[config.mk]
export PLATFORM = sky130hd
export DESIGN_NAME = arc_fault_clear
export DESIGN_NICKNAME = d
export VERILOG_FILES = /design/src/design/arc_pkg.sv /design/src/design/arc_fault_clear.sv /design/src/design/arc_debounce.sv /design/src/design/arc_gain_scale.sv
export SDC_FILE = /design/constraint.sdc
export NUM_CORES = 1
export LEC_CHECK = 0
export BUFFER_PORTS_ARGS = -buffer_cell sky130_fd_sc_hd__buf_2
export CAP_MARGIN = 10
export CELL_PAD_IN_SITES_DETAIL_PLACEMENT = 0
export CELL_PAD_IN_SITES_GLOBAL_PLACEMENT = 1
export CORE_MARGIN = 1
export CORE_UTILIZATION = 35
export DETAILED_ROUTE_END_ITERATION = 10
export GPL_ROUTABILITY_DRIVEN = 0
export PLACE_DENSITY = 0.64
export SYNTH_ARGS = -nofsm -noshare
export SYNTH_HDL_FRONTEND = slang
export SYNTH_HIERARCHICAL = 1
export SYNTH_SLANG_ARGS = --single-unit
[constraint.sdc]
create_clock -name ref_clk -period 13 [get_ports ref_clk]
set_input_delay 1.95 -clock ref_clk [delete_from_list [all_inputs] [get_ports ref_clk]]
set_output_delay 1.95 -clock ref_clk [all_outputs]
set_load 0.03 [all_outputs]
[src/design/arc_pkg.sv]
// constants, types and helpers of the alarm reset input block
// What this block does
// - gain is signed quarter-rpm, writes of magnitude above 32767 refused
// - gain times full analog input gives gain quarter-rpm speed
// - fault clear assignment ignored while a speed-change mode is active
// - enable-usage write of 1 or 2 after assignment cancels fault clear use
// - speed-change mode or enable usage 1 or 2 forces code 3
// - code 1: open is normal, clear on closing edge only
// - code 1: input closed at alarm needs open then close
// - code 1: drive re-enables once input opens again
// - code 2: mirror of code 1 with levels swapped
// - code 3: input is general purpose; only codes 1, 2, 3 valid
// - host configures the point as input before assigning it
// - variable I/O: only point 2 or 4 accepted
// - variable I/O: re-enable suppressed when hardware enable configured
// - energized input is low/closed, de-energized or open is high
// - fault word readable, also rendered as four hex characters
// - fault word: position 0, ccw 1, cw 2, temp 3, current 7
package arc_pkg;
   // *************************************************************
   // register map
   // *************************************************************
   localparam logic [7:0] OFS_GAIN   = 8'h00;
   localparam logic [7:0] OFS_FCI    = 8'h04;
   localparam logic [7:0] OFS_CMODE  = 8'h08;
   localparam logic [7:0] OFS_ENUSE  = 8'h0C;
   localparam logic [7:0] OFS_ALARM  = 8'h10;
   localparam logic [7:0] OFS_ALHEX  = 8'h14;
   localparam logic [7:0] OFS_STAT   = 8'h18;
   localparam logic [7:0] OFS_IODIR  = 8'h1C;
   localparam logic [7:0] OFS_SPEED  = 8'h20;
   localparam int         CODE_LSB   = 0;
   localparam int         POINT_LSB  = 4;
   // *************************************************************
   // codes and reset values
   // *************************************************************
   localparam logic [1:0]  CODE_LOW_CLR  = 2'h1;
   localparam logic [1:0]  CODE_HIGH_CLR = 2'h2;
   localparam logic [1:0]  CODE_GP       = 2'h3;
   localparam logic [15:0] GAIN_RST      = 16'h0000;
   localparam logic [15:0] GAIN_BAD      = 16'h8000; // -32768 refused
   localparam logic [7:0]  CMODE_RST     = 8'h00;
   localparam logic [7:0]  ENUSE_RST     = 8'h00;
   localparam logic [3:0]  IODIR_RST     = 4'h0;
   localparam logic [15:0] ALARM_RST     = 16'h0000;
   localparam logic        IN_OPEN       = 1'b1;
   localparam int          FW_POS_LIM    = 0;
   localparam int          FW_CCW_LIM    = 1;
   localparam int          FW_CW_LIM     = 2;
   localparam int          FW_OVER_TEMP  = 3;
   localparam int          FW_OVER_CUR   = 7;
   localparam logic [15:0] ALARM_MASK    = 16'h5DFF; // reserved 9,13,15
   // *************************************************************
   // timing and scaling
   // *************************************************************
   localparam int DEB_TIME_NS   = 32'h0001_86A0; // 100 us
   localparam int CLK_PERIOD_NS = 32'h32;        // 20 MHz
   localparam int DEB_CYC = (DEB_TIME_NS + CLK_PERIOD_NS - 1) / CLK_PERIOD_NS;
   localparam int DEB_CW        = 11;
   localparam int AIN_SHIFT     = 14;
   localparam logic signed [15:0] AIN_FULL = 16'sh4000;
   // *************************************************************
   // types
   // *************************************************************
   typedef struct packed {
      logic [2:0] point;
      logic [1:0] code;
   } arc_cfg_s;
   localparam arc_cfg_s CFG_RST = '{point: 3'h2, code: 2'h3};
   typedef enum logic [1:0] {
      ST_RUN       = 2'b00,
      ST_WAIT_NORM = 2'b01,
      ST_ARMED     = 2'b10,
      ST_WAIT_RET  = 2'b11
   } arc_state_e;
   // *************************************************************
   // helpers
   // *************************************************************
   function automatic logic is_speed_mode(input logic [7:0] m);
      return m == 8'h0D || m == 8'h0E || m == 8'h11 || m == 8'h12;
   endfunction
   function automatic logic is_hw_en(input logic [7:0] v);
      return v == 8'h01 || v == 8'h02;
   endfunction
   function automatic logic [7:0] hex_ascii(input logic [3:0] n);
      return (n < 4'hA) ? 8'h30 + {4'h0, n} : 8'h37 + {4'h0, n};
   endfunction
endpackage

[src/design/arc_fault_clear.sv]
// fault clear input block: registers, fault word and clear sequencer
module arc_fault_clear (
   input  wire logic               ref_clk,
   input  wire logic               reset_n,
   input  wire logic [7:0]         bus_addr,
   input  wire logic [31:0]        bus_wdata,
   input  wire logic               bus_wr,
   input  wire logic               bus_rd,
   output logic [31:0]             bus_rdata,
   input  wire logic               en_pin,
   input  wire logic [3:0]         io_pins,
   input  wire logic               var_io,
   input  wire logic signed [15:0] ain,
   input  wire logic [15:0]        alarm_set,
   output logic                    drive_en,
   output logic [15:0]             alarm_word,
   output logic                    gp_in,
   output logic signed [17:0]      speed_cmd
);
   // *************************************************************
   // state
   // *************************************************************
   logic [15:0]          gain_reg;
   arc_pkg::arc_cfg_s    cfg_reg;
   logic [7:0]           cmode_reg, en_use_reg;
   logic [3:0]           io_dir_reg;
   logic [15:0]          alarm_reg;
   arc_pkg::arc_state_e  state_reg, state_next;
   logic                 drive_en_reg, gp_in_reg;
   logic [31:0]          rd_data_reg, rd_mux;
   logic                 wr_gain, wr_fci, wr_cmode, wr_enuse;
   logic                 wr_alarm, wr_iodir, fci_ok, force_gp;
   logic [1:0]           new_code;
   logic [2:0]           new_point;
   logic                 sel_raw, lvl, rise, fall;
   logic                 reset_mode, at_normal, clr_edge, hw_clr;
   logic                 new_alarm, supp;
   logic [15:0]          sw_clr, alarm_clr;

   // *************************************************************
   // write decode
   // *************************************************************
   assign wr_gain  = bus_wr && bus_addr == arc_pkg::OFS_GAIN;
   assign wr_fci   = bus_wr && bus_addr == arc_pkg::OFS_FCI;
   assign wr_cmode = bus_wr && bus_addr == arc_pkg::OFS_CMODE;
   assign wr_enuse = bus_wr && bus_addr == arc_pkg::OFS_ENUSE;
   assign wr_alarm = bus_wr && bus_addr == arc_pkg::OFS_ALARM;
   assign wr_iodir = bus_wr && bus_addr == arc_pkg::OFS_IODIR;
   assign new_code  = bus_wdata[arc_pkg::CODE_LSB +: 2];
   assign new_point = bus_wdata[arc_pkg::POINT_LSB +: 3];

   // assignment accepted only in a plain mode, valid code and point
   assign fci_ok = !arc_pkg::is_speed_mode(cmode_reg)
      && new_code != 2'h0
      && (!var_io || ((new_point == 3'h2 || new_point == 3'h4)
      && io_dir_reg[new_point[1:0] - 2'h1]));
   // later speed-change mode or hardware enable-usage writes take the input back
   assign force_gp = (wr_cmode && arc_pkg::is_speed_mode(bus_wdata[7:0]))
      || (wr_enuse && arc_pkg::is_hw_en(bus_wdata[7:0]));

   // *************************************************************
   // configuration registers
   // *************************************************************
   // gain: -32768 would break the symmetric range, so it is dropped
   always_ff @(posedge ref_clk) begin
      if (!reset_n) begin
         gain_reg <= arc_pkg::GAIN_RST;
      end else if (wr_gain && bus_wdata[15:0] != arc_pkg::GAIN_BAD) begin
         gain_reg <= bus_wdata[15:0];
      end
   end

   // input usage and point
   always_ff @(posedge ref_clk) begin
      if (!reset_n) begin
         cfg_reg <= arc_pkg::CFG_RST;
      end else if (force_gp) begin
         cfg_reg.code <= arc_pkg::CODE_GP;
      end else if (wr_fci && fci_ok) begin
         cfg_reg.code <= new_code;
         if (var_io) begin
            cfg_reg.point <= new_point;
         end
      end
   end

   // command mode, enable usage and point directions
   always_ff @(posedge ref_clk) begin
      if (!reset_n) begin
         cmode_reg  <= arc_pkg::CMODE_RST;
         en_use_reg <= arc_pkg::ENUSE_RST;
         io_dir_reg <= arc_pkg::IODIR_RST;
      end else begin
         if (wr_cmode) begin
            cmode_reg <= bus_wdata[7:0];
         end
         if (wr_enuse) begin
            en_use_reg <= bus_wdata[7:0];
         end
         if (wr_iodir) begin
            io_dir_reg <= bus_wdata[3:0];
         end
      end
   end

   // *************************************************************
   // input path
   // *************************************************************
   // a point change switches the debounce input to the new pin; the window count is not restarted
   assign sel_raw = var_io ? io_pins[cfg_reg.point[1:0] - 2'h1] : en_pin;

   arc_debounce u_deb (
      .ref_clk (ref_clk),
      .reset_n (reset_n),
      .raw_in  (sel_raw),
      .level   (lvl),
      .rise    (rise),
      .fall    (fall)
   );

   // level high means open or de-energized
   assign reset_mode = cfg_reg.code != arc_pkg::CODE_GP;
   assign at_normal  = (cfg_reg.code == arc_pkg::CODE_LOW_CLR)
      ? (lvl == arc_pkg::IN_OPEN) : (lvl != arc_pkg::IN_OPEN);
   assign clr_edge   = (cfg_reg.code == arc_pkg::CODE_LOW_CLR)
      ? fall : rise;
   // only a reserved input may clear; code 3 leaves faults to software
   assign hw_clr     = reset_mode && state_reg == arc_pkg::ST_ARMED
      && clr_edge;
   assign supp       = var_io && arc_pkg::is_hw_en(en_use_reg);

   // *************************************************************
   // fault word
   // *************************************************************
   assign new_alarm = |(alarm_set & arc_pkg::ALARM_MASK);
   assign sw_clr    = wr_alarm ? bus_wdata[15:0] : 16'h0000;
   assign alarm_clr = hw_clr ? 16'hFFFF : sw_clr;

   // a fault arriving with a clear survives it
   always_ff @(posedge ref_clk) begin
      if (!reset_n) begin
         alarm_reg <= arc_pkg::ALARM_RST;
      end else begin
         alarm_reg <= (alarm_reg & ~alarm_clr)
            | (alarm_set & arc_pkg::ALARM_MASK);
      end
   end

   // *************************************************************
   // clear sequencer
   // *************************************************************
   always_comb begin
      state_next = state_reg;
      if (!reset_mode) begin
         state_next = arc_pkg::ST_RUN;
      end else if (new_alarm && (hw_clr || state_reg == arc_pkg::ST_RUN
                   || state_reg == arc_pkg::ST_WAIT_RET)) begin
         // already active at alarm time: must first go back
         state_next = at_normal ? arc_pkg::ST_ARMED
                                : arc_pkg::ST_WAIT_NORM;
      end else begin
         unique case (state_reg)
            arc_pkg::ST_RUN: begin
               if (alarm_reg != 16'h0000) begin
                  state_next = at_normal ? arc_pkg::ST_ARMED
                                         : arc_pkg::ST_WAIT_NORM;
               end
            end
            arc_pkg::ST_WAIT_NORM: begin
               if (at_normal) begin
                  state_next = arc_pkg::ST_ARMED;
               end
            end
            arc_pkg::ST_ARMED: begin
               if (hw_clr || alarm_reg == 16'h0000) begin
                  state_next = arc_pkg::ST_WAIT_RET;
               end
            end
            arc_pkg::ST_WAIT_RET: begin
               if (at_normal) begin
                  state_next = arc_pkg::ST_RUN;
               end
            end
         endcase
      end
   end

   always_ff @(posedge ref_clk) begin
      if (!reset_n) begin
         state_reg <= arc_pkg::ST_RUN;
      end else begin
         state_reg <= state_next;
      end
   end

   // enable drops on any fault, returns with the input unless hardware enable is set under variable I/O, or on a software clear in code 3
   always_ff @(posedge ref_clk) begin
      if (!reset_n) begin
         drive_en_reg <= 1'b1;
      end else if (new_alarm) begin
         drive_en_reg <= 1'b0;
      end else if (state_reg == arc_pkg::ST_WAIT_RET && reset_mode
                   && at_normal && !supp) begin
         drive_en_reg <= 1'b1;
      end else if (!reset_mode && wr_alarm
                   && (alarm_reg & ~sw_clr) == 16'h0000) begin
         drive_en_reg <= 1'b1;
      end
   end

   // general purpose view of the input, open when reserved
   always_ff @(posedge ref_clk) begin
      if (!reset_n) begin
         gp_in_reg <= arc_pkg::IN_OPEN;
      end else begin
         gp_in_reg <= reset_mode ? arc_pkg::IN_OPEN : lvl;
      end
   end

   arc_gain_scale u_scale (
      .ref_clk (ref_clk),
      .reset_n (reset_n),
      .gain    (gain_reg),
      .ain     (ain),
      .speed   (speed_cmd)
   );

   // *************************************************************
   // read path
   // *************************************************************
   always_comb begin
      unique case (bus_addr)
         arc_pkg::OFS_GAIN:  rd_mux = {{16{gain_reg[15]}}, gain_reg};
         arc_pkg::OFS_FCI:   rd_mux = {25'h0, cfg_reg.point, 2'h0,
                                       cfg_reg.code};
         arc_pkg::OFS_CMODE: rd_mux = {24'h0, cmode_reg};
         arc_pkg::OFS_ENUSE: rd_mux = {24'h0, en_use_reg};
         arc_pkg::OFS_ALARM: rd_mux = {16'h0, alarm_reg};
         arc_pkg::OFS_ALHEX: rd_mux = {arc_pkg::hex_ascii(alarm_reg[15:12]),
                                       arc_pkg::hex_ascii(alarm_reg[11:8]),
                                       arc_pkg::hex_ascii(alarm_reg[7:4]),
                                       arc_pkg::hex_ascii(alarm_reg[3:0])};
         arc_pkg::OFS_STAT:  rd_mux = {26'h0, state_reg, ~lvl, lvl,
                                       |alarm_reg, drive_en_reg};
         arc_pkg::OFS_IODIR: rd_mux = {28'h0, io_dir_reg};
         arc_pkg::OFS_SPEED: rd_mux = {{14{speed_cmd[17]}}, speed_cmd};
         default:            rd_mux = 32'h0000_0000;
      endcase
   end

   // data stands only in the cycle after the strobe
   always_ff @(posedge ref_clk) begin
      if (!reset_n) begin
         rd_data_reg <= 32'h0000_0000;
      end else begin
         rd_data_reg <= bus_rd ? rd_mux : 32'h0000_0000;
      end
   end

   assign bus_rdata  = rd_data_reg;
   assign drive_en   = drive_en_reg;
   assign alarm_word = alarm_reg;
   assign gp_in      = gp_in_reg;
endmodule

[src/design/arc_debounce.sv]
// synchroniser and debouncer for the selected reset input
module arc_debounce (
   input  wire logic ref_clk,
   input  wire logic reset_n,
   input  wire logic raw_in,
   output logic      level,
   output logic      rise,
   output logic      fall
);
   logic                        s1_reg, s2_reg, lvl_reg, rise_reg, fall_reg;
   logic [arc_pkg::DEB_CW-1:0]  cnt_reg;
   logic                        done;
   localparam logic [arc_pkg::DEB_CW-1:0] CNT_MAX =
      arc_pkg::DEB_CW'(arc_pkg::DEB_CYC - 1);

   // two-flop synchroniser, idle level is open
   always_ff @(posedge ref_clk) begin
      if (!reset_n) begin
         s1_reg <= arc_pkg::IN_OPEN;
         s2_reg <= arc_pkg::IN_OPEN;
      end else begin
         s1_reg <= raw_in;
         s2_reg <= s1_reg;
      end
   end

   assign done = (s2_reg != lvl_reg) && (cnt_reg == CNT_MAX);

   // level changes only after a full stable window
   always_ff @(posedge ref_clk) begin
      if (!reset_n) begin
         cnt_reg  <= '0;
         lvl_reg  <= arc_pkg::IN_OPEN;
         rise_reg <= 1'b0;
         fall_reg <= 1'b0;
      end else begin
         rise_reg <= done && s2_reg;
         fall_reg <= done && !s2_reg;
         if (s2_reg == lvl_reg || done) begin
            cnt_reg <= '0;
         end else begin
            cnt_reg <= cnt_reg + 1'b1;
         end
         if (done) begin
            lvl_reg <= s2_reg;
         end
      end
   end

   assign level = lvl_reg;
   assign rise  = rise_reg;
   assign fall  = fall_reg;
endmodule

[src/design/arc_gain_scale.sv]
// analog input to speed command scaler
module arc_gain_scale (
   input  wire logic               ref_clk,
   input  wire logic               reset_n,
   input  wire logic signed [15:0] gain,
   input  wire logic signed [15:0] ain,
   output logic signed [17:0]      speed
);
   logic signed [31:0] prod;
   logic signed [17:0] speed_reg;

   // full-scale input returns the gain itself, in quarter rpm
   assign prod = gain * ain;
   always_ff @(posedge ref_clk) begin
      if (!reset_n) begin
         speed_reg <= '0;
      end else begin
         speed_reg <= 18'(prod >>> arc_pkg::AIN_SHIFT);
      end
   end
   assign speed = speed_reg;
endmodule

==> results of run 1 <==
-- cells in the mapped netlist (7+ instances only) --
library cell	instances
a211oi_1	9
a21o_1	11
a21oi_1	44
a22oi_1	13
a31oi_1	19
and2_1	134
and3_1	10
buf_2	12
clkbuf_1	56
dfxtp_1	126
fa_1	261
ha_1	94
inv_1	309
mux2i_1	44
nand2_1	180
nand2b_1	12
nand3_1	23
nand4_1	13
nor2_1	52
nor2b_1	49
nor3_1	11
nor4_1	7
o21a_1	14
o21ai_0	32
o21ai_1	8
o31ai_1	7
xnor2_1	20
xor2_1	12
-- area by class of cell --
class,count,area [um2],area share
inverter,309,1160,0.0665
clock buffer,18,439,0.0252
sequential,126,2520,0.145
multi-input combinational,1195,11700,0.668
timing repair buffer,143,748,0.0429
clock inverter,13,190,0.0109
tap,592,741,0.0424
-- cell families (layout without fill, tap and decap cells) --
group	count (synthesis)	after routing	share of synthesized area
muxes	50	50	0.0339
AOI/OAI and AO/OA	220	220	0.0989
buffers and inverters	383	483	0.0945
DFF	126	126	0.161
adders and majority gates	355	355	0.409
and+or+nand+nor	538	538	0.185
xor gates and xnor gates	32	32	0.0179
-- routing by layer --
| layer | vias to the layer above | track usage |
|---|---|---|
| met5 | - | 0 |
| met3 | 60 | 0.0208 |
| li1 | 5583 | - |
| met1 | 6179 | 0.288 |
| met2 | 316 | 0.344 |
| met4 | 0 | 0.0655 |
-- cells in the final DEF (no fill, tap or decap), types with 7 or more instances in the layout --
| cell type | n |
|---|---|
| a31oi_1 | 19 |
| nand3_1 | 23 |
| buf_2 | 130 |
| a211oi_1 | 9 |
| o21ai_1 | 8 |
| o21ai_0 | 32 |
| inv_1 | 309 |
| clkbuf_16 | 17 |
| nand2_1 | 180 |
| dfxtp_1 | 126 |
| and2_1 | 134 |
| nor2b_1 | 49 |
| fa_1 | 261 |
| a22oi_1 | 13 |
| and3_1 | 10 |
| ha_1 | 94 |
| xnor2_1 | 20 |
| nand4_1 | 13 |
| nor4_1 | 7 |
| nor3_1 | 11 |
| a21oi_1 | 44 |
| xor2_1 | 12 |
| a21o_1 | 11 |
| o31ai_1 | 7 |
| buf_4 | 13 |
| mux2i_1 | 44 |
| o21a_1 | 14 |
| nor2_1 | 52 |
| nand2b_1 | 12 |
-- power by group --
part | internal (mW) | switching, mW | leakage, nW
clock | 0.326 | 0.188 | 0.306
sequential | 0.394 | 0.0139 | 1.02
combinational | 0.0467 | 0.0918 | 7.19
-- worst max path at each step --
| stage | startpoint | endpoint | slack (ns) | cells after the start |
|---|---|---|---|---|
| floorplan | ain[1] | u_scale/speed[15] | 5.46 | 19 |
| CTS | ain[1] | u_scale/speed[15] | 5.24 | 19 |
| global placement | ain[1] | u_scale/speed[15] | 4.87 | 19 |
| global route | ain[1] | u_scale/speed[15] | 4.91 | 19 |
| finish | ain[1] | u_scale/speed[15] | 5.19 | 19 |
| detailed placement | ain[1] | u_scale/speed[15] | 4.82 | 19 |
-- stage by stage --
| step | std cells | utilization | area [um2] |
|---|---|---|---|
| 5_1_grt | 2396 | 0.396 | 17500 |
| 3_3_place_gp | 2365 | 0.381 | 16800 |
| 4_1_cts | 2396 | 0.396 | 17500 |
| 6_report | 2396 | 0.396 | 17500 |
| 3_5_place_dp | 2365 | 0.381 | 16800 |
| 2_1_floorplan | 1704 | - | 15700 |
-- critical path, stage by stage --
cell and delay, ns:
buf_2 0.32, nand2_1 0.15, inv_1 0.14, fa_1 0.55, fa_1 0.87, fa_1 0.52
fa_1 0.51, fa_1 0.49, inv_1 0.05, fa_1 0.48, inv_1 0.04, ha_1 0.37
nand3_2 0.13, nor2_4 0.16, nand2_1 0.16, or4b_4 0.52, o21ai_2 0.26, nor3_1 0.09
a311o_1 0.32
==> reports/results.ini, run 1 <==
[run_status]
status=finished clean

[grt]
grt_pass1_wl_mm=72.4
grt_util_all_layers=0.209
grt-ovfl-total=0
first_global_vias=12900
grt_max_degree=62
antenna_found_initial=2

[floorplanning]
die_h_um=214
die-area_um2=45600
pin_count=150
start_util=0.355
fp.dieW_um=214
coreArea_um2=44100
row_count=77

[clocking]
insertion_delay_ns=0.42
cts_setup_buffers=0
cts_buffer_depth=2
cts_inserted_buffers=17
path_clk_slew_ns=0.06
h-tree-depth=4
hold_buffers=0
cts_resized=0
tritoncts=yes
numClockSinks=126
cts-root-buf=clkbuf_16

[placement]
place_hpwl_mm=35.6
pre_cts_ws_ns=4.82
io_buffers=130

[worst_setup_path]
rr_startpoint=gain_reg[15]
r2r_cells=19
rrSetupSlack_ns=6.25
r2r-end=u_scale/speed[15]
crit_fanout=16
worstSetupStartpointType=input pin
worstPathRequired_ns=13.30
worstSetupPathType=input pin to register
arrival_ns=8.11
end_kind=register

[min_path]
holdCritStartpoint=u_deb/s1_reg
hold_path_depth=1
hold_end=u_deb/s2_reg
hold_class=register to register

[detailed_routing]
first_pass_iters=5
drc_errors=0
wl_per_cell_um=18.8
wl_met1_mm=20.5
drt_wl_total_mm=45.1
vias=12100
wl_met3_mm=1.80
routed.top_layer=met4
routed_via_density=5.07
met2_length_mm=21.6
ant_nets=0
drt-initial-drc-count=840

[timing]
worstMarginPinSlew_ns=1.08
period_share=0.601
fin_tns_setup_ns=0
slew_violations=0
fmax_mhz=128
rsz0062_at_grt=false
setup_ws_ns=5.19
post-route-min-period_ns=7.81
slew_headroom=0.277
finalHoldViolations=0
whs_ns=0.414
skew_ns=0.0117
finalSetupViolations=0

[power_and_ir_drop]
p_total_mw=1.06
cellPowerDensity_nw_per_um2=60.7
peakVddDrop_mv=0.0708
p_leak_nw=8.52

[logic_synthesis]
avgSynthCellArea_um2=9.19
synth_nets=2141
synth_edf_count=0
ys_warn_count=6
seq_area_frac_synth=0.161
synth_area_leaders=fa_1 (33%), dfxtp_1 (16%), ha_1 (7.5%)
synthesis.instances=1704
synth_ff_type=dfxtp_1
synthesis.area_um2=15700
ys_types=90
ys_ff_latch=126
async_flop_share=0
synth_top_area_share=0.334
synth_top_area_cell=fa_1

[flow_run]
drv_cap=0

[layout]
finish.net_count=2229
n_antenna_cell=0
largest_reg_flops=31
nFillCells=4569
syn2layout_area_growth_pct=11.5
drive_gt1_frac=0.119

Power figures use the tool's default switching activity.
==> inputs of run 2 (changes only) <==
- ABC_AREA: default -> 1
- PLACE_DENSITY: 0.64 -> 0.69
- clock period: 13 -> 6.4 ns (I/O delays scaled with it)
==> reports/results.ini, run 2 <==
[clocking]
cts_buffer_depth=2  ; unchanged
cts_setup_buffers=0  ; unchanged
path_clk_slew_ns=0.06  ; about the same
cts_resized=0  ; unchanged
cts_inserted_buffers=17  ; unchanged
tritoncts=yes
h-tree-depth=4  ; unchanged
cts-root-buf=clkbuf_16
hold_buffers=0  ; unchanged
insertion_delay_ns=0.42  ; about the same
numClockSinks=126  ; unchanged

[placement]
io_buffers=130  ; unchanged
place_hpwl_mm=43.1  ; +21%

[power_and_ir_drop]
power_frac_comb=0.164  ; +0.033
netSwitchingPower_uw=624  ; +110%
p_int_mw=1.49  ; +94%
cellPowerDensity_nw_per_um2=114  ; +87%
sw_frac_of_total=0.295  ; +0.0184
peakVddDrop_mv=0.141  ; +99%
p_leak_nw=10.4  ; +23%
seqPwrFrac=0.393  ; +0.008
clock_power_share=0.443  ; -0.042

[worst_setup_path]
worstSetupPathType=register to register
rr_startpoint=gain_reg[15]
worstPathRequired_ns=6.72  ; -6.58 ns
path_cells=nand2_1 -> inv_1 -> fa_1 -> fa_1 -> fa_1 -> fa_1 -> fa_1 -> inv_1 -> fa_1 -> inv_1 -> ha_1 -> nand2_1 -> nor2_1 -> inv_1 -> nor3_1 -> inv_1 -> nor2_1 -> nand2_1 -> nand3_1 -> nand2_1 -> nor2_1
slowest_delay_ns=0.72  ; -0.15 ns
rrSetupSlack_ns=0.43  ; -5.82 ns
critPathTopFamily=adder cells
arrival_ns=6.29  ; -1.82 ns
crit_start=gain_reg[15]
cp_common_cell=fa_1
crit_fanout=7  ; -9
cp.buffers_inverters=5  ; +1
worstSetupStartpointType=register
end_kind=register
cp_slowest_cell=dfxtp_1

[logic_synthesis]
synth_nets=2660  ; +24%
synthMuxAreaShare=0  ; -0.0339
avgSynthCellArea_um2=7.42  ; -19%
synth_top_area_cell=fa_1
ys_ff_latch=126  ; unchanged
synth_top_family_by_area=adder cells
synth_ff_type=dfxtp_1
synthesis.area_um2=16500  ; +5.3%
synthTopCellsByCount=inv_1 (572), nand2_1 (543), fa_1 (261), nor2_1 (128), dfxtp_1 (126)
async_flop_share=0  ; unchanged
yosys.area_share.simple=0.208  ; +0.0234
ys_warn_count=6  ; unchanged
synthAdderAreaFrac=0.388  ; -0.0206
synth_compound_area_frac=0.0864  ; -0.0126
seq_area_frac_synth=0.153  ; -0.00811
synth_xor_area_frac=0.0101  ; -0.00781
synth_top_area_share=0.317  ; -0.0168
synth_area_leaders=fa_1 (32%), dfxtp_1 (15%), inv_1 (13%)
ys_types=55  ; -39%
synth_edf_count=0  ; unchanged
yosysMostFrequentCell=inv_1
synthesis.instances=2223  ; +30%

[layout]
layout_common_cells=inv_1 (572), nand2_1 (543), fa_1 (261)
n_antenna_cell=0  ; unchanged
finish.net_count=2787  ; +25%
syn2layout_area_growth_pct=12.7
drive_gt1_frac=0.114  ; -0.00562
final_common_cell=inv_1
largest_reg_flops=31  ; unchanged
nFillCells=4955  ; +8.4%

[grt]
grt-ovfl-total=0  ; unchanged
first_global_vias=14500  ; +12%
grt_pass1_wl_mm=81.1  ; +12%
antenna_found_initial=0  ; -2
grt_max_degree=74  ; +19%
grt_util_all_layers=0.222  ; +0.0129

[floorplanning]
row_count=79  ; +2.6%
fp.dieW_um=219  ; +2.6%
die_h_um=219  ; +2.6%
pin_count=150  ; unchanged
coreArea_um2=46500  ; +5.3%
die-area_um2=48000  ; +5.2%
start_util=0.355  ; about the same

[detailed_routing]
wl_per_cell_um=17.3  ; -8.0%
drt_wl_total_mm=51.4  ; +14%
ant_nets=0  ; unchanged
first_pass_iters=11  ; +6
routed_via_density=4.81  ; -5.1%
drc_errors=2  ; +2
vias=14300  ; +18%
drt-initial-drc-count=1025  ; +22%

[min_path]
hold_class=register to register
holdCritStartpoint=u_deb/s1_reg

[timing]
slew_headroom=0.430  ; +0.153
finalSetupViolations=0  ; unchanged
fmax_mhz=168
fin_tns_setup_ns=0  ; unchanged
post-route-min-period_ns=5.97
whs_ns=0.401  ; -0.0121 ns
rsz0062_at_grt=false
finalHoldViolations=0  ; unchanged
period_share=0.932
worstMarginPinSlew_ns=0.854  ; -0.229 ns
skew_ns=0.00906  ; -0.00262 ns
slew_violations=0  ; unchanged

[flow_run]
drv_cap=0  ; unchanged

[run_status]
violations=DRC
status=complete, but fails checks

-- run 2: changes by cell type after synthesis, moves of 44 or more --
cell | previous run | this run
nand2_1 | 180 | 543
inv_1 | 309 | 572
and2_1 | 134 | 1
nor2_1 | 52 | 128
a21oi_1 | 44 | 98
o21ai_0 | 32 | 82
nor2b_1 | 49 | 0
mux2i_1 | 44 | 0
-- run 2: worst paths after layout --
kind / end / depth (start not counted)
setup / recovery: u_scale/speed[12] / 21
hold / removal: u_deb/s2_reg / 1
setup reg to reg: u_scale/speed[12] / 21
hold reg to reg: u_deb/s2_reg / 1
-- run 2: final cells by class --
type,instances,area (um2),share of cell area
clock buffer,23,498,0.0268
tap,607,759,0.0409
clock inverter,6,60.1,0.00323
multi-input combinational,1435,11400,0.615
sequential,126,2520,0.136
timing repair buffer,190,1140,0.0613
inverter,580,2180,0.117
-- run 2: through the flow --
step | power (mW) | util | std cells | worst slack (ns) | cell area, um2
floorplan | 1.04 | - | 2223 | 0.386 | 16500
global placement | 1.19 | 0.388 | 2938 | 0.0972 | 18000
detailed placement | 1.19 | 0.388 | 2938 | 0.0836 | 18000
CTS | 2.12 | 0.400 | 2967 | 0.407 | 18600
global route | 2.20 | 0.400 | 2967 | 0.0411 | 18600
finish | 2.11 | 0.400 | 2967 | 0.435 | 18600
-- run 2: power by group through the flow --
stage          clock network [mW]  logic [mW]  registers [mW]
2_1_floorplan                   0       0.181           0.864
3_3_place_gp                    0       0.342           0.847
3_5_place_dp                    0       0.344           0.847
4_1_cts                     0.946       0.346           0.830
5_1_grt                     0.983       0.384           0.831
6_report                    0.936       0.346           0.831
-- run 2: worst register-to-register path: stages, from the launching register on --
cell and delay (ns):
dfxtp_1 0.72, nand2_1 0.24, inv_1 0.20, fa_1 0.58
fa_1 0.73, fa_1 0.48, fa_1 0.50, fa_1 0.49
inv_1 0.05, fa_1 0.47, inv_1 0.04, ha_1 0.37
nand2_1 0.10, nor2_1 0.09, inv_1 0.06, nor3_1 0.14
inv_1 0.08, nor2_1 0.09, nand2_1 0.09, nand3_1 0.09
nand2_1 0.05, nor2_1 0.23
-- run 2: cells by family (layout without fill, tap and decap cells) --
group	after synthesis	count (layout)
flip-flops	126	126
XOR/XNOR	19	19
buffers and inverters	662	799
AO/OA/AOI/OAI	252	252
AND/OR/NAND/NOR	809	809
adder cells (fa/ha/maj)	355	355
-- run 2: layer usage --
metal / up-vias / global-route usage / part of all wire
met4: 0 / 0.0528 / 0.024
met5: - / 0 / 0
li1: 6827 / - / -
met3: 82 / 0.0207 / 0.050
met1: 6933 / 0.307 / 0.46
met2: 428 / 0.373 / 0.47
==> inputs of run 3 (changes only) <==
- RECOVER_POWER: default -> 50
==> reports/results.ini, run 3 (synthesis results as in run 2) <==
[run_status]
status=complete, but fails checks
violations=capacitance limit, slew limit

[floorplanning]
row_count=79  ; unchanged
die-area_um2=48000  ; unchanged
coreArea_um2=46500  ; unchanged
pin_count=150  ; unchanged
fp.dieW_um=219  ; unchanged
start_util=0.355  ; unchanged
die_h_um=219  ; unchanged

[clocking]
hold_buffers=0  ; unchanged
h-tree-depth=4  ; unchanged
path_clk_slew_ns=0.06  ; about the same
cts-root-buf=clkbuf_16
tritoncts=yes
cts_setup_buffers=0  ; unchanged
cts_resized=0  ; unchanged
insertion_delay_ns=0.42  ; about the same
cts_inserted_buffers=17  ; unchanged
numClockSinks=126  ; unchanged
cts_buffer_depth=2  ; unchanged

[worst_setup_path]
rr_startpoint=gain_reg[15]
arrival_ns=6.23  ; -0.06 ns
rrSetupSlack_ns=0.48  ; +0.05 ns
r2r-end=u_scale/speed[14]
r2r_cells=20  ; -4.8%
worstSetupStartpointType=register
crit_fanout=7  ; unchanged
end_kind=register
worstPathRequired_ns=6.72  ; about the same
worstSetupPathType=register to register

[placement]
dpl_cell_area_um2=18000  ; unchanged
place_hpwl_mm=43.1  ; unchanged
pre_cts_ws_ns=0.0836  ; unchanged
dp_cells=2938  ; unchanged
io_buffers=130  ; unchanged

[detailed_routing]
drt-initial-drc-count=1084  ; +5.8%
wl_per_cell_um=17.4  ; about the same
drc_errors=0  ; -2
drt_wl_total_mm=51.5  ; about the same
first_pass_iters=8  ; -3
vias=14100  ; -0.90%
routed_via_density=4.77  ; -0.90%
ant_nets=0  ; unchanged

[timing]
whs_ns=0.403  ; +0.00200 ns
post-route-min-period_ns=5.92  ; -0.0491 ns
rsz0062_at_grt=false
fmax_mhz=169  ; +0.83%
fin_tns_setup_ns=0  ; unchanged
finalHoldViolations=0  ; unchanged
skew_ns=0.00884  ; -0.000220 ns
slew_headroom=-0.139  ; -0.568
slew_violations=21  ; +21
period_share=0.924  ; -0.00767
worstMarginPinSlew_ns=1.70  ; +0.848 ns
finalSetupViolations=0  ; unchanged
setup_ws_ns=0.484  ; +0.0491 ns

[power_and_ir_drop]
peakVddDrop_mv=0.142  ; +0.50%
cellPowerDensity_nw_per_um2=114  ; +0.58%
p_leak_nw=10.2  ; -2.6%
p_total_mw=2.11  ; -0.17%

[grt]
grt_pass1_wl_mm=81.1  ; unchanged
antenna_found_initial=0  ; unchanged
first_global_vias=14500  ; unchanged
grt-ovfl-total=0  ; unchanged
grt_util_all_layers=0.222  ; unchanged
grt_max_degree=74  ; unchanged

[layout]
finish.utilization=0.397  ; -0.00299
syn2layout_area_growth_pct=11.9
n_antenna_cell=0  ; unchanged
fin_area_um2=18400  ; -0.75%
finish.net_count=2787  ; unchanged
layout_common_cells=inv_1 (572), nand2_1 (544), fa_1 (261)
drive_gt1_frac=0.0809  ; -0.0326
final_common_cell=inv_1
largest_reg_flops=31  ; unchanged
fin_cells=2967  ; unchanged
nFillCells=5001  ; +0.93%

[min_path]
hold_class=register to register
hold_path_depth=1  ; unchanged
hold_end=u_deb/s2_reg
holdCritStartpoint=u_deb/s1_reg

[flow_run]
drv_cap=1  ; +1

[run 3: cell types whose count changed in the layout (fill, tap and decap cells not counted), sizes merged]
cell    delta
clkinv     +2
inv        -2
clkbuf    +67
buf       -67
[run 3: worst max path at each step]
| stage | endpoint | slack (ns) | from |
|---|---|---|---|
| after floorplan | u_scale/speed[14] | 0.39 | ain[5] |
| after global placement | u_scale/speed[0] | 0.1 | ain[4] |
| after detailed placement | u_scale/speed[12] | 0.08 | ain[15] |
| after CTS | u_scale/speed[14] | 0.41 | gain_reg[15] |
| after global routing | u_scale/speed[14] | 0.04 | gain_reg[15] |
| final | u_scale/speed[14] | 0.48 | gain_reg[15] |
[run 3: final cells by class]
class / instances / area, um2 / share of cell area
timing repair buffer: 190 / 1050 / 0.0572
clock buffer: 23 / 498 / 0.0270
clock inverter: 6 / 60.1 / 0.00326
multi-input combinational: 1435 / 11400 / 0.616
inverter: 580 / 2180 / 0.118
tap: 607 / 759 / 0.0412
sequential: 126 / 2520 / 0.137
[run 3: layer usage]
layer  wire length [um]  global-route usage
met1              23800               0.307
met2              24100               0.373
met3               2430              0.0207
met4               1120              0.0528
met5                  0                   0
[run 3: critical path, stage by stage, from the launching register on]
cell and delay [ns]:
dfxtp_1 0.69, nand2_1 0.22, inv_1 0.19, fa_1 0.57
fa_1 0.72, buf_12 0.15, inv_1 0.07, fa_1 0.48
inv_1 0.05, fa_1 0.55, fa_1 0.43, fa_1 0.44
ha_1 0.34, inv_1 0.09, o21ai_0 0.12, a31oi_1 0.19
nand2_1 0.09, a21oi_1 0.18, nand3_1 0.09, nand2_1 0.06
nor2_1 0.05
[run 3: power breakdown]
part / switching (mW) / internal, mW
registers: 0.0284 / 0.803
clock network: 0.362 / 0.577
logic: 0.235 / 0.104
total: 0.625 / 1.48
